==> src/verilog/agcreg_map.svh <==
// Offsets, field positions, reset values and limits of the AGC control slice.
// Assumes a page-0 byte address of eight bits supplied by the host port.
`ifndef AGCREG_MAP_SVH
`define AGCREG_MAP_SVH

`define AGCREG_LEFT_GAIN_OFS 8'h5D
`define AGCREG_RIGHT_ENTGT_OFS 8'h5E
`define AGCREG_RIGHT_HYSTNS_OFS 8'h5F
`define AGCREG_RIGHT_MAXG_OFS 8'h60

`define AGCREG_EN_BIT 7
`define AGCREG_TGT_HI 6
`define AGCREG_TGT_LO 4
`define AGCREG_GHYST_HI 1
`define AGCREG_GHYST_LO 0
`define AGCREG_HYST_HI 7
`define AGCREG_HYST_LO 6
`define AGCREG_NOISE_HI 5
`define AGCREG_NOISE_LO 1
`define AGCREG_MAXG_HI 6
`define AGCREG_MAXG_LO 0

`define AGCREG_GAIN_RST 8'h00
`define AGCREG_GAIN_MIN 8'hE8
`define AGCREG_GAIN_MAX 8'h74
`define AGCREG_MAXG_RST 7'h7F
`define AGCREG_MAXG_TOP 7'h74
`define AGCREG_HYST_OFF 2'h3
`define AGCREG_NOISE_OFF 5'h00

`endif

==> src/verilog/agcreg_pkg.sv <==
// Types shared by the AGC control slice and its users.
// Assumes agcreg_map.svh is on the include path.
package agcreg_pkg;

   // Raw right-channel control fields as software programmed them.
   typedef struct packed {
      logic enable;
      logic [2:0] target;
      logic [1:0] gain_hyst;
      logic [1:0] hyst;
      logic [4:0] noise;
      logic [6:0] max_gain;
   } agcreg_rctl_s;

   // Decoded settings for the right AGC loop: levels in signed or unsigned steps, plus the hyst_off and noise_gate_on flags.
   typedef struct packed {
      logic signed [7:0] target_half_db;
      logic [1:0] gain_hyst_half_db;
      logic [3:0] hyst_half_db;
      logic hyst_off;
      logic noise_gate_on;
      logic signed [7:0] noise_db;
      logic [6:0] max_gain_half_db;
   } agcreg_rlvl_s;

endpackage

==> src/verilog/agcreg_gain_track.sv <==
// Holds the left-channel applied-gain readout, following the AGC loop.
// Assumes the loop's gain word and strobe come from logic on the same clock.
`timescale 1ns/1ns
`include "agcreg_map.svh"

module agcreg_gain_track
(
   // Clock and reset
   input wire logic clk,
   input wire logic rst_n,
   // Gain reported by the loop
   input wire logic gain_valid,
   input wire logic [7:0] gain_in,
   // Readout
   output logic [7:0] gain
);
   import agcreg_pkg::*;

   // A loop glitch outside the printed span must never show as an illegal code.
   function automatic logic [7:0] clamp_gain(input logic [7:0] g);
      if ($signed(g) < $signed(`AGCREG_GAIN_MIN))
         clamp_gain = `AGCREG_GAIN_MIN;
      else if ($signed(g) > $signed(`AGCREG_GAIN_MAX))
         clamp_gain = `AGCREG_GAIN_MAX;
      else
         clamp_gain = g;
   endfunction

   wire logic [7:0] next_gain = gain_valid ? clamp_gain(gain_in) : gain;

   // clamped tracking, zero reset
   always_ff @(posedge clk or negedge rst_n)
   begin
      if (!rst_n)
         gain <= `AGCREG_GAIN_RST;
      else
         gain <= next_gain;
   end
endmodule

==> src/verilog/agcreg_top.sv <==
// AGC control register slice: left applied-gain readout and right-channel
// enable, target, hysteresis, noise gate and maximum-gain settings.
// Assumes a host port on clk with one-cycle strobes and page 0 selected.
//
// The strobed register port was left to the implementer.
`timescale 1ns/1ns
`include "agcreg_map.svh"

// Function
// Left applied gain reads as 8-bit two's complement, -12.0 to 58.0 dB.
// Left gain readout is zero, meaning 0.0 dB, after reset.
// Bit 7 of the first right register enables the right AGC; resets 0.
// Bits 6:4 choose the right target level, -5.5 down to -24.0 dBFS.
// Bits 1:0 set gain hysteresis: off, 0.5, 1.0, 1.5 dB.
// Second register bits 7:6 select 1, 2, 4 dB hysteresis, or off.
// Noise code zero disables the gate; code n sets -(28+2n) dB.
// Third register bits 6:0 limit gain to code times 0.5 dB.
// Codes above 116 are discouraged and still limit gain to 58.0 dB.
// Maximum-gain field resets to 127, treated as the 58.0 dB ceiling.
// Host writes zero to reserved bits; device reads them as zero.
// Readout follows the loop's applied gain; writes to it do nothing.
module agcreg_top
(
   // Clock and reset
   input wire logic clk,
   input wire logic nrst,
   // Host register port
   input wire logic [7:0] addr,
   input wire logic [7:0] wdata,
   input wire logic wr,
   input wire logic rd,
   output logic [7:0] rdata,
   // Left AGC loop status
   input wire logic left_gain_valid,
   input wire logic [7:0] left_gain_in,
   // Right AGC loop settings
   output agcreg_pkg::agcreg_rctl_s right_ctl,
   output agcreg_pkg::agcreg_rlvl_s right_lvl
);
   import agcreg_pkg::*;

   ////////////////////////////////////////////////////////////////////////////
   // Reset release

   logic rst_meta;
   logic rst_n;

   always_ff @(posedge clk or negedge nrst)
   begin
      if (!nrst)
      begin
         rst_meta <= 1'b0;
         rst_n <= 1'b0;
      end
      else
      begin
         rst_meta <= 1'b1;
         rst_n <= rst_meta;
      end
   end

   ////////////////////////////////////////////////////////////////////////////
   // Decoding helpers

   function automatic logic signed [7:0] target_half_db(input logic [2:0] code);
      unique case (code)
         3'h0: target_half_db = -8'sd11;
         3'h1: target_half_db = -8'sd16;
         3'h2: target_half_db = -8'sd20;
         3'h3: target_half_db = -8'sd24;
         3'h4: target_half_db = -8'sd28;
         3'h5: target_half_db = -8'sd34;
         3'h6: target_half_db = -8'sd40;
         3'h7: target_half_db = -8'sd48;
      endcase
   endfunction

   function automatic logic signed [7:0] noise_db(input logic [4:0] code);
      noise_db = -8'sd28 - $signed({2'h0, code, 1'b0});
   endfunction

   function automatic logic [6:0] max_gain_eff(input logic [6:0] code);
      max_gain_eff = (code > `AGCREG_MAXG_TOP) ? `AGCREG_MAXG_TOP : code;
   endfunction

   ////////////////////////////////////////////////////////////////////////////
   // Address decode

   wire logic sel_gain = addr == `AGCREG_LEFT_GAIN_OFS;
   wire logic sel_entgt = addr == `AGCREG_RIGHT_ENTGT_OFS;
   wire logic sel_hystns = addr == `AGCREG_RIGHT_HYSTNS_OFS;
   wire logic sel_maxg = addr == `AGCREG_RIGHT_MAXG_OFS;

   wire logic wr_entgt = wr && sel_entgt;
   wire logic wr_hystns = wr && sel_hystns;
   wire logic wr_maxg = wr && sel_maxg;

   ////////////////////////////////////////////////////////////////////////////
   // Left gain readout

   logic [7:0] left_gain;

   agcreg_gain_track agcreg_gain_track_i
   (
      .clk(clk),
      .rst_n(rst_n),
      .gain_valid(left_gain_valid),
      .gain_in(left_gain_in),
      .gain(left_gain)
   );

   ////////////////////////////////////////////////////////////////////////////
   // Right-channel control registers

   agcreg_rctl_s ctl;

   // first register fields
   always_ff @(posedge clk or negedge rst_n)
   begin
      if (!rst_n)
      begin
         ctl.enable <= 1'b0;
         ctl.target <= 3'h0;
         ctl.gain_hyst <= 2'h0;
      end
      else if (wr_entgt)
      begin
         ctl.enable <= wdata[`AGCREG_EN_BIT];
         ctl.target <= wdata[`AGCREG_TGT_HI:`AGCREG_TGT_LO];
         ctl.gain_hyst <= wdata[`AGCREG_GHYST_HI:`AGCREG_GHYST_LO];
      end
   end

   // second register fields
   always_ff @(posedge clk or negedge rst_n)
   begin
      if (!rst_n)
      begin
         ctl.hyst <= 2'h0;
         ctl.noise <= `AGCREG_NOISE_OFF;
      end
      else if (wr_hystns)
      begin
         ctl.hyst <= wdata[`AGCREG_HYST_HI:`AGCREG_HYST_LO];
         ctl.noise <= wdata[`AGCREG_NOISE_HI:`AGCREG_NOISE_LO];
      end
   end

   // maximum gain, all ones at reset
   always_ff @(posedge clk or negedge rst_n)
   begin
      if (!rst_n)
         ctl.max_gain <= `AGCREG_MAXG_RST;
      else if (wr_maxg)
         ctl.max_gain <= wdata[`AGCREG_MAXG_HI:`AGCREG_MAXG_LO];
   end

   assign right_ctl = ctl;

   ////////////////////////////////////////////////////////////////////////////
   // Decoded settings for the loop

   // target level decode
   assign right_lvl.target_half_db = target_half_db(ctl.target);
   // gain hysteresis in half-dB steps
   assign right_lvl.gain_hyst_half_db = ctl.gain_hyst;
   // hysteresis decode
   assign right_lvl.hyst_off = ctl.hyst == `AGCREG_HYST_OFF;
   assign right_lvl.hyst_half_db = right_lvl.hyst_off ? 4'h0 : 4'h2 << ctl.hyst;
   // noise gate decode
   assign right_lvl.noise_gate_on = ctl.noise != `AGCREG_NOISE_OFF;
   assign right_lvl.noise_db = right_lvl.noise_gate_on ? noise_db(ctl.noise) : 8'sh00;
   // ceiling for discouraged codes
   assign right_lvl.max_gain_half_db = max_gain_eff(ctl.max_gain);

   ////////////////////////////////////////////////////////////////////////////
   // Read path

   // Reserved bits are rebuilt as zero rather than stored, so a careless
   // write can never make them read back nonzero.
   wire logic [7:0] rd_entgt = {ctl.enable, ctl.target, 2'h0, ctl.gain_hyst};
   wire logic [7:0] rd_hystns = {ctl.hyst, ctl.noise, 1'b0};
   wire logic [7:0] rd_maxg = {1'b0, ctl.max_gain};

   // reserved bits read zero
   wire logic [7:0] rd_mux = sel_gain ? left_gain :
                             sel_entgt ? rd_entgt :
                             sel_hystns ? rd_hystns :
                             sel_maxg ? rd_maxg : 8'h00;

   always_ff @(posedge clk or negedge rst_n)
   begin
      if (!rst_n)
         rdata <= 8'h00;
      else
         rdata <= rd ? rd_mux : 8'h00;
   end
endmodule

==> config.mk <==
export PLATFORM = sky130hd
export DESIGN_NAME = agcreg_top
export DESIGN_NICKNAME = d
export VERILOG_FILES = /design/src/verilog/agcreg_pkg.sv /design/src/verilog/agcreg_gain_track.sv /design/src/verilog/agcreg_top.sv
export VERILOG_INCLUDE_DIRS = /design/src /design/src/verilog
export SDC_FILE = /design/constraint.sdc
export NUM_CORES = 1
export LEC_CHECK = 0
export BUFFER_PORTS_ARGS = -buffer_cell sky130_fd_sc_hd__clkbuf_2
export CAP_MARGIN = 20
export CORE_MARGIN = 2
export CORE_UTILIZATION = 51
export DETAILED_ROUTE_END_ITERATION = 12
export MAX_ROUTING_LAYER = met4
export PLACE_DENSITY = 0.85
export RECOVER_POWER = 50
export SLEW_MARGIN = 0
export SYNTH_ARGS = -nofsm -noshare
export SYNTH_HDL_FRONTEND = slang
export SYNTH_SLANG_ARGS = --single-unit
==> constraint.sdc <==
create_clock -name clk -period 2.5 [get_ports clk]
set_clock_uncertainty 0.05 [all_clocks]
set_input_delay 0.25 -clock clk [delete_from_list [all_inputs] [get_ports clk]]
set_output_delay 0.25 -clock clk [all_outputs]
set_load 0.02 [all_outputs]
-- After elaboration in Yosys (flattened, before gate mapping)
Memories as Yosys holds them, arrays and structs flattened.
Cells that the tools add are included.
- register bits: 38
- bits in latches: 0
- memory bits (writable): 0
- memory bits (read-only): 48
- word-level logic and storage cells: 35
- memories kept: 1
- $add $sub $neg: 1
- multiply operators: 0
- divide/modulo/power cells: 0
- order comparisons: 3
- equal/unequal tests: 5
- shift operators: 1
- mux-type cells: 10
- bitwise operators: 0
- reduce and logical (&&, ||, !) cells: 4
- memory list (name ; depth ; bits a word ; rd ports ; clocked after Yosys merged registers in ; write ports ; RTL line ; RTL):
    (name not given) ; 8 ; 6 ; 1 ; 0 ; 0 ; agcreg_top.sv:66 ; unique case (code)
- operators with widths (kind ; number):
    $mux W8 ; 7
    $eq A8 B7 Y1 const B ; 4
    $mux W7 ; 2
    $gt A8 B8 Y1 const B ; 1
    $lt A8 B6 Y1 const B ; 1
    $sub A6 B7 Y8 const A ; 1
    $gt A7 B7 Y1 const B ; 1
    $reduce_bool A5 Y1 ; 1
    $mux W4 ; 1
    $shl A2 B2 Y4 const A ; 1
    $logic_and A1 B1 Y1 ; 3
    $eq A2 B2 Y1 const B ; 1

-- Logic depth before layout (Yosys ltp)
- depth after elaboration: 6
- mapped depth: 5

-- Hierarchy
A second synthesis with hierarchy kept.
- cell total of the unflattened synthesis: 180
- area, all modules: 2037.0 µm²
- by module, submodules not included (module ; instances ; cells an instance ; area each (µm²) ; seq. area each (µm²)):
    agcreg_top ; 1 ; 151 ; 1699.1 ; 759.5
    agcreg_gain_track ; 1 ; 29 ; 337.8 ; 200.2

-- Worst setup path after synthesis
No wires, ideal clock.
- path kind: flip-flop to output port
- start: register ctl, in the netlist right_ctl[7]
- end: output right_lvl[15] (netlist name)
- arrival time: 1813 ps
- required time: 2200 ps
- setup slack: 387 ps
- cell stages (with the launch flop): 6
- path buffers: 1
- path through: dfrtp_1 > inv_1 > ha_1 > nor4b_1 > inv_1 > buf_4
- RTL lines (what ; RTL line ; RTL):
    start, declared ; agcreg_top.sv:115 ; agcreg_rctl_s ctl;
    end, declared ; agcreg_top.sv:38 ; output agcreg_pkg::agcreg_rlvl_s right_lvl

==> flow_metrics.env <==
export IMPL_final_cell_mix="63 x clkbuf_2, 31 x dfrtp_1, 21 x clkbuf_1"
export IMPL_cts_root_buf="clkbuf_8"
export IMPL_drive_gt1_frac=0.393
export IMPL_drtIter0Drc=110
export IMPL_gr_total_overflow=0
export IMPL_synth_edf_count=0
export IMPL_finalHoldViolations=0
export IMPL_max_stage_delay_ns=0.45
export IMPL_fin_crit_ns=1.97
export IMPL_drcViolationCount=0
export IMPL_portBuffers=83
export IMPL_wl_per_cell_um=14.6
export IMPL_diodes=0
export IMPL_avgSynthCellArea_um2=10.9
export IMPL_end_kind="primary output"
export IMPL_synth_cells=187
export IMPL_grt_antenna_before_repair=0
export IMPL_setup_tns_ns=0
export IMPL_grt_max_degree=37
export IMPL_cp_cell_sequence="inv_1 > ha_1 > nor4b_1 > buf_4 > a21oi_1 > clkbuf_2"
export IMPL_path_clk_slew_ns=0.07
export IMPL_async_flop_share=1.00
export IMPL_cts_setup_buffers=0
export IMPL_hold_ws_ns=0.149
export IMPL_place_detailed_hpwl_um=3500
export IMPL_ys_seq_elements=38
export IMPL_slowest_stage="dfrtp_1"
export IMPL_cp_arrival_ns=1.67
export IMPL_yosysUniqueCellTypes=45
export IMPL_routed_wl_um=4650
export IMPL_cts_made_buffers=5
export IMPL_cp_required_ns=2.20
export IMPL_setup_worst_path_start_class="register"
export IMPL_die_x_um=67.3
export IMPL_holdPathStages=2
export IMPL_rsz0062_at_grt="no"
export IMPL_crit_fanout=6
export IMPL_cts_max_level=2
export IMPL_cts_sinks=38
export IMPL_fin_util=0.678
export IMPL_crit_type="register to primary output"
export IMPL_ios=88
export IMPL_dp_cells=309
export IMPL_clock_latency_ns=0.29
export IMPL_die_y_um=67.3
export IMPL_avgViaCountPerCell=5.40
export IMPL_worst_path_buf_inv=3
export IMPL_grt_pass1_wl_um=7460
export IMPL_first_pass_iters=4
export IMPL_yosys_most_used_dff="dfrtp_1"
export IMPL_seq_area_frac_synth=0.470
export IMPL_final_cells=318
export IMPL_clockBufferDepth=2
export IMPL_start_util=0.545
export IMPL_postRouteAntennaNets=0
export IMPL_ys_warnings_count=0
export IMPL_via_count=1717
export IMPL_gp_congestion=0.820
export IMPL_setup_violations_final=0
export IMPL_syn_area_um2=2040
export IMPL_outcome="finished clean"
export IMPL_max_vdd_ir_drop_uv=364
export IMPL_placement_rows=22
export IMPL_max_freq_ghz=0.508
export IMPL_path_delay_family="buffers and inverters"
export IMPL_p_leak_nw=1.28
export IMPL_r2r_cells=4
export IMPL_maxSlewViolCount=0
export IMPL_hold_class="input pin to register"
export IMPL_final_common_cell="clkbuf_2"
export IMPL_grt_pass1_vias=1559
export IMPL_power_density_nw_per_um2=537
export IMPL_n_fill_cell=303
export IMPL_grtUsageTotal=0.230
export IMPL_period_share=0.787
export IMPL_areaGrowthSynthToFinish_pct=24.4
export IMPL_cts_tree="built"
export IMPL_maxCapViolCount=0
export IMPL_die_area_um2=4520
export IMPL_nNetsFinal=303
export IMPL_critical_path_depth=6
export IMPL_core_area_um2=3740
==> final cells by class <==
type	instances	area [um^2]	share of cell area
Multi-Input combinational cell	130	982	0.387
Sequential cell	38	960	0.378
Timing Repair Buffer	86	415	0.164
Clock buffer	7	86.3	0.0340
Tap cell	48	60.1	0.0237
Inverter	8	30.0	0.0118
Clock inverter	1	5.00	0.00197
==> worst register-to-register path, cell delays in order, from the launching register on <==
cell,delay [ns]
dfrtp_1,0.49
and3b_1,0.23
a21oi_1,0.12
o2bb2ai_1,0.08
o311a_1,0.13
==> cells in the mapped netlist (all sizes together) (5+ instances only) <==
cell / instances / area share
a21oi: 8 / 0.020
buf: 9 / 0.030
clkbuf: 5 / 0.0092
dfrtp: 31 / 0.38
dfstp: 7 / 0.090
ha: 5 / 0.031
inv: 8 / 0.015
mux2: 22 / 0.13
nand2: 14 / 0.029
nor2: 15 / 0.036
o21ai: 8 / 0.020
==> logic make-up (layout without fill, tap and decap cells) <==
group,count (synthesis),in the layout,synth area share
adders and majority gates,5,5,0.0307
DFF,38,38,0.470
muxes,24,24,0.144
xor gates and xnor gates,2,2,0.00859
buffers and inverters,22,102,0.0540
and+or+nand+nor,56,56,0.162
other,2,5,0.00368
AOI/OAI and AO/OA,38,38,0.127
==> per-layer routing <==
metal	share of wire	track usage	up-vias
met3	0.083	0.0600	7
met2	0.47	0.355	82
met5	0	-	-
met4	0.010	0.0612	0
li1	-	-	813
met1	0.43	0.303	815
==> flip-flops by register name (all words and copies together), names as in the netlist <==
signal                    flops
right_ctl                    20
agcreg_gain_track_i.gain      8
rdata                         8
rst_meta                      1
rst_n                         1
==> per-stage QoR <==
step	total power [mW]	cell area (um^2)	worst slack, ns
floorplan	0.857	2050	0.387
global placement	0.944	2460	0.613
detailed placement	0.951	2460	0.522
CTS	1.37	2560	0.541
global route	1.43	2540	0.415
finish	1.36	2540	0.532
==> report_power, final <==
group	internal (mW)	switching, mW	leakage, nW	total (mW)
Clock	0.222	0.204	0.0482	0.426
Sequential	0.649	0.0357	0.481	0.685
Combinational	0.0987	0.155	0.753	0.253
==> what timing repair did <==
action / CTS / global route
hold buffers: 1 / 0
setup endpoints to repair: 0 / 0
resized for setup: 0 / 0
hold endpoints to repair: 2 / 0
==> path summary, 6_finish.rpt <==
kind | slack [ns] | end | startpoint
setup / recovery | 0.53 | right_lvl[13] | right_ctl[7]
max in group asynchronous | 1.84 | right_ctl[6] | rst_n
min in group asynchronous | 0.21 | rst_meta | nrst
hold reg to reg | 0.23 | agcreg_gain_track_i.gain[3] | rst_n
hold / removal | 0.15 | right_ctl[3] | wdata[3]
setup reg to reg | 1.29 | rdata[6] | right_ctl[18]
No activity file was read; power rests on OpenSTA's default activity.
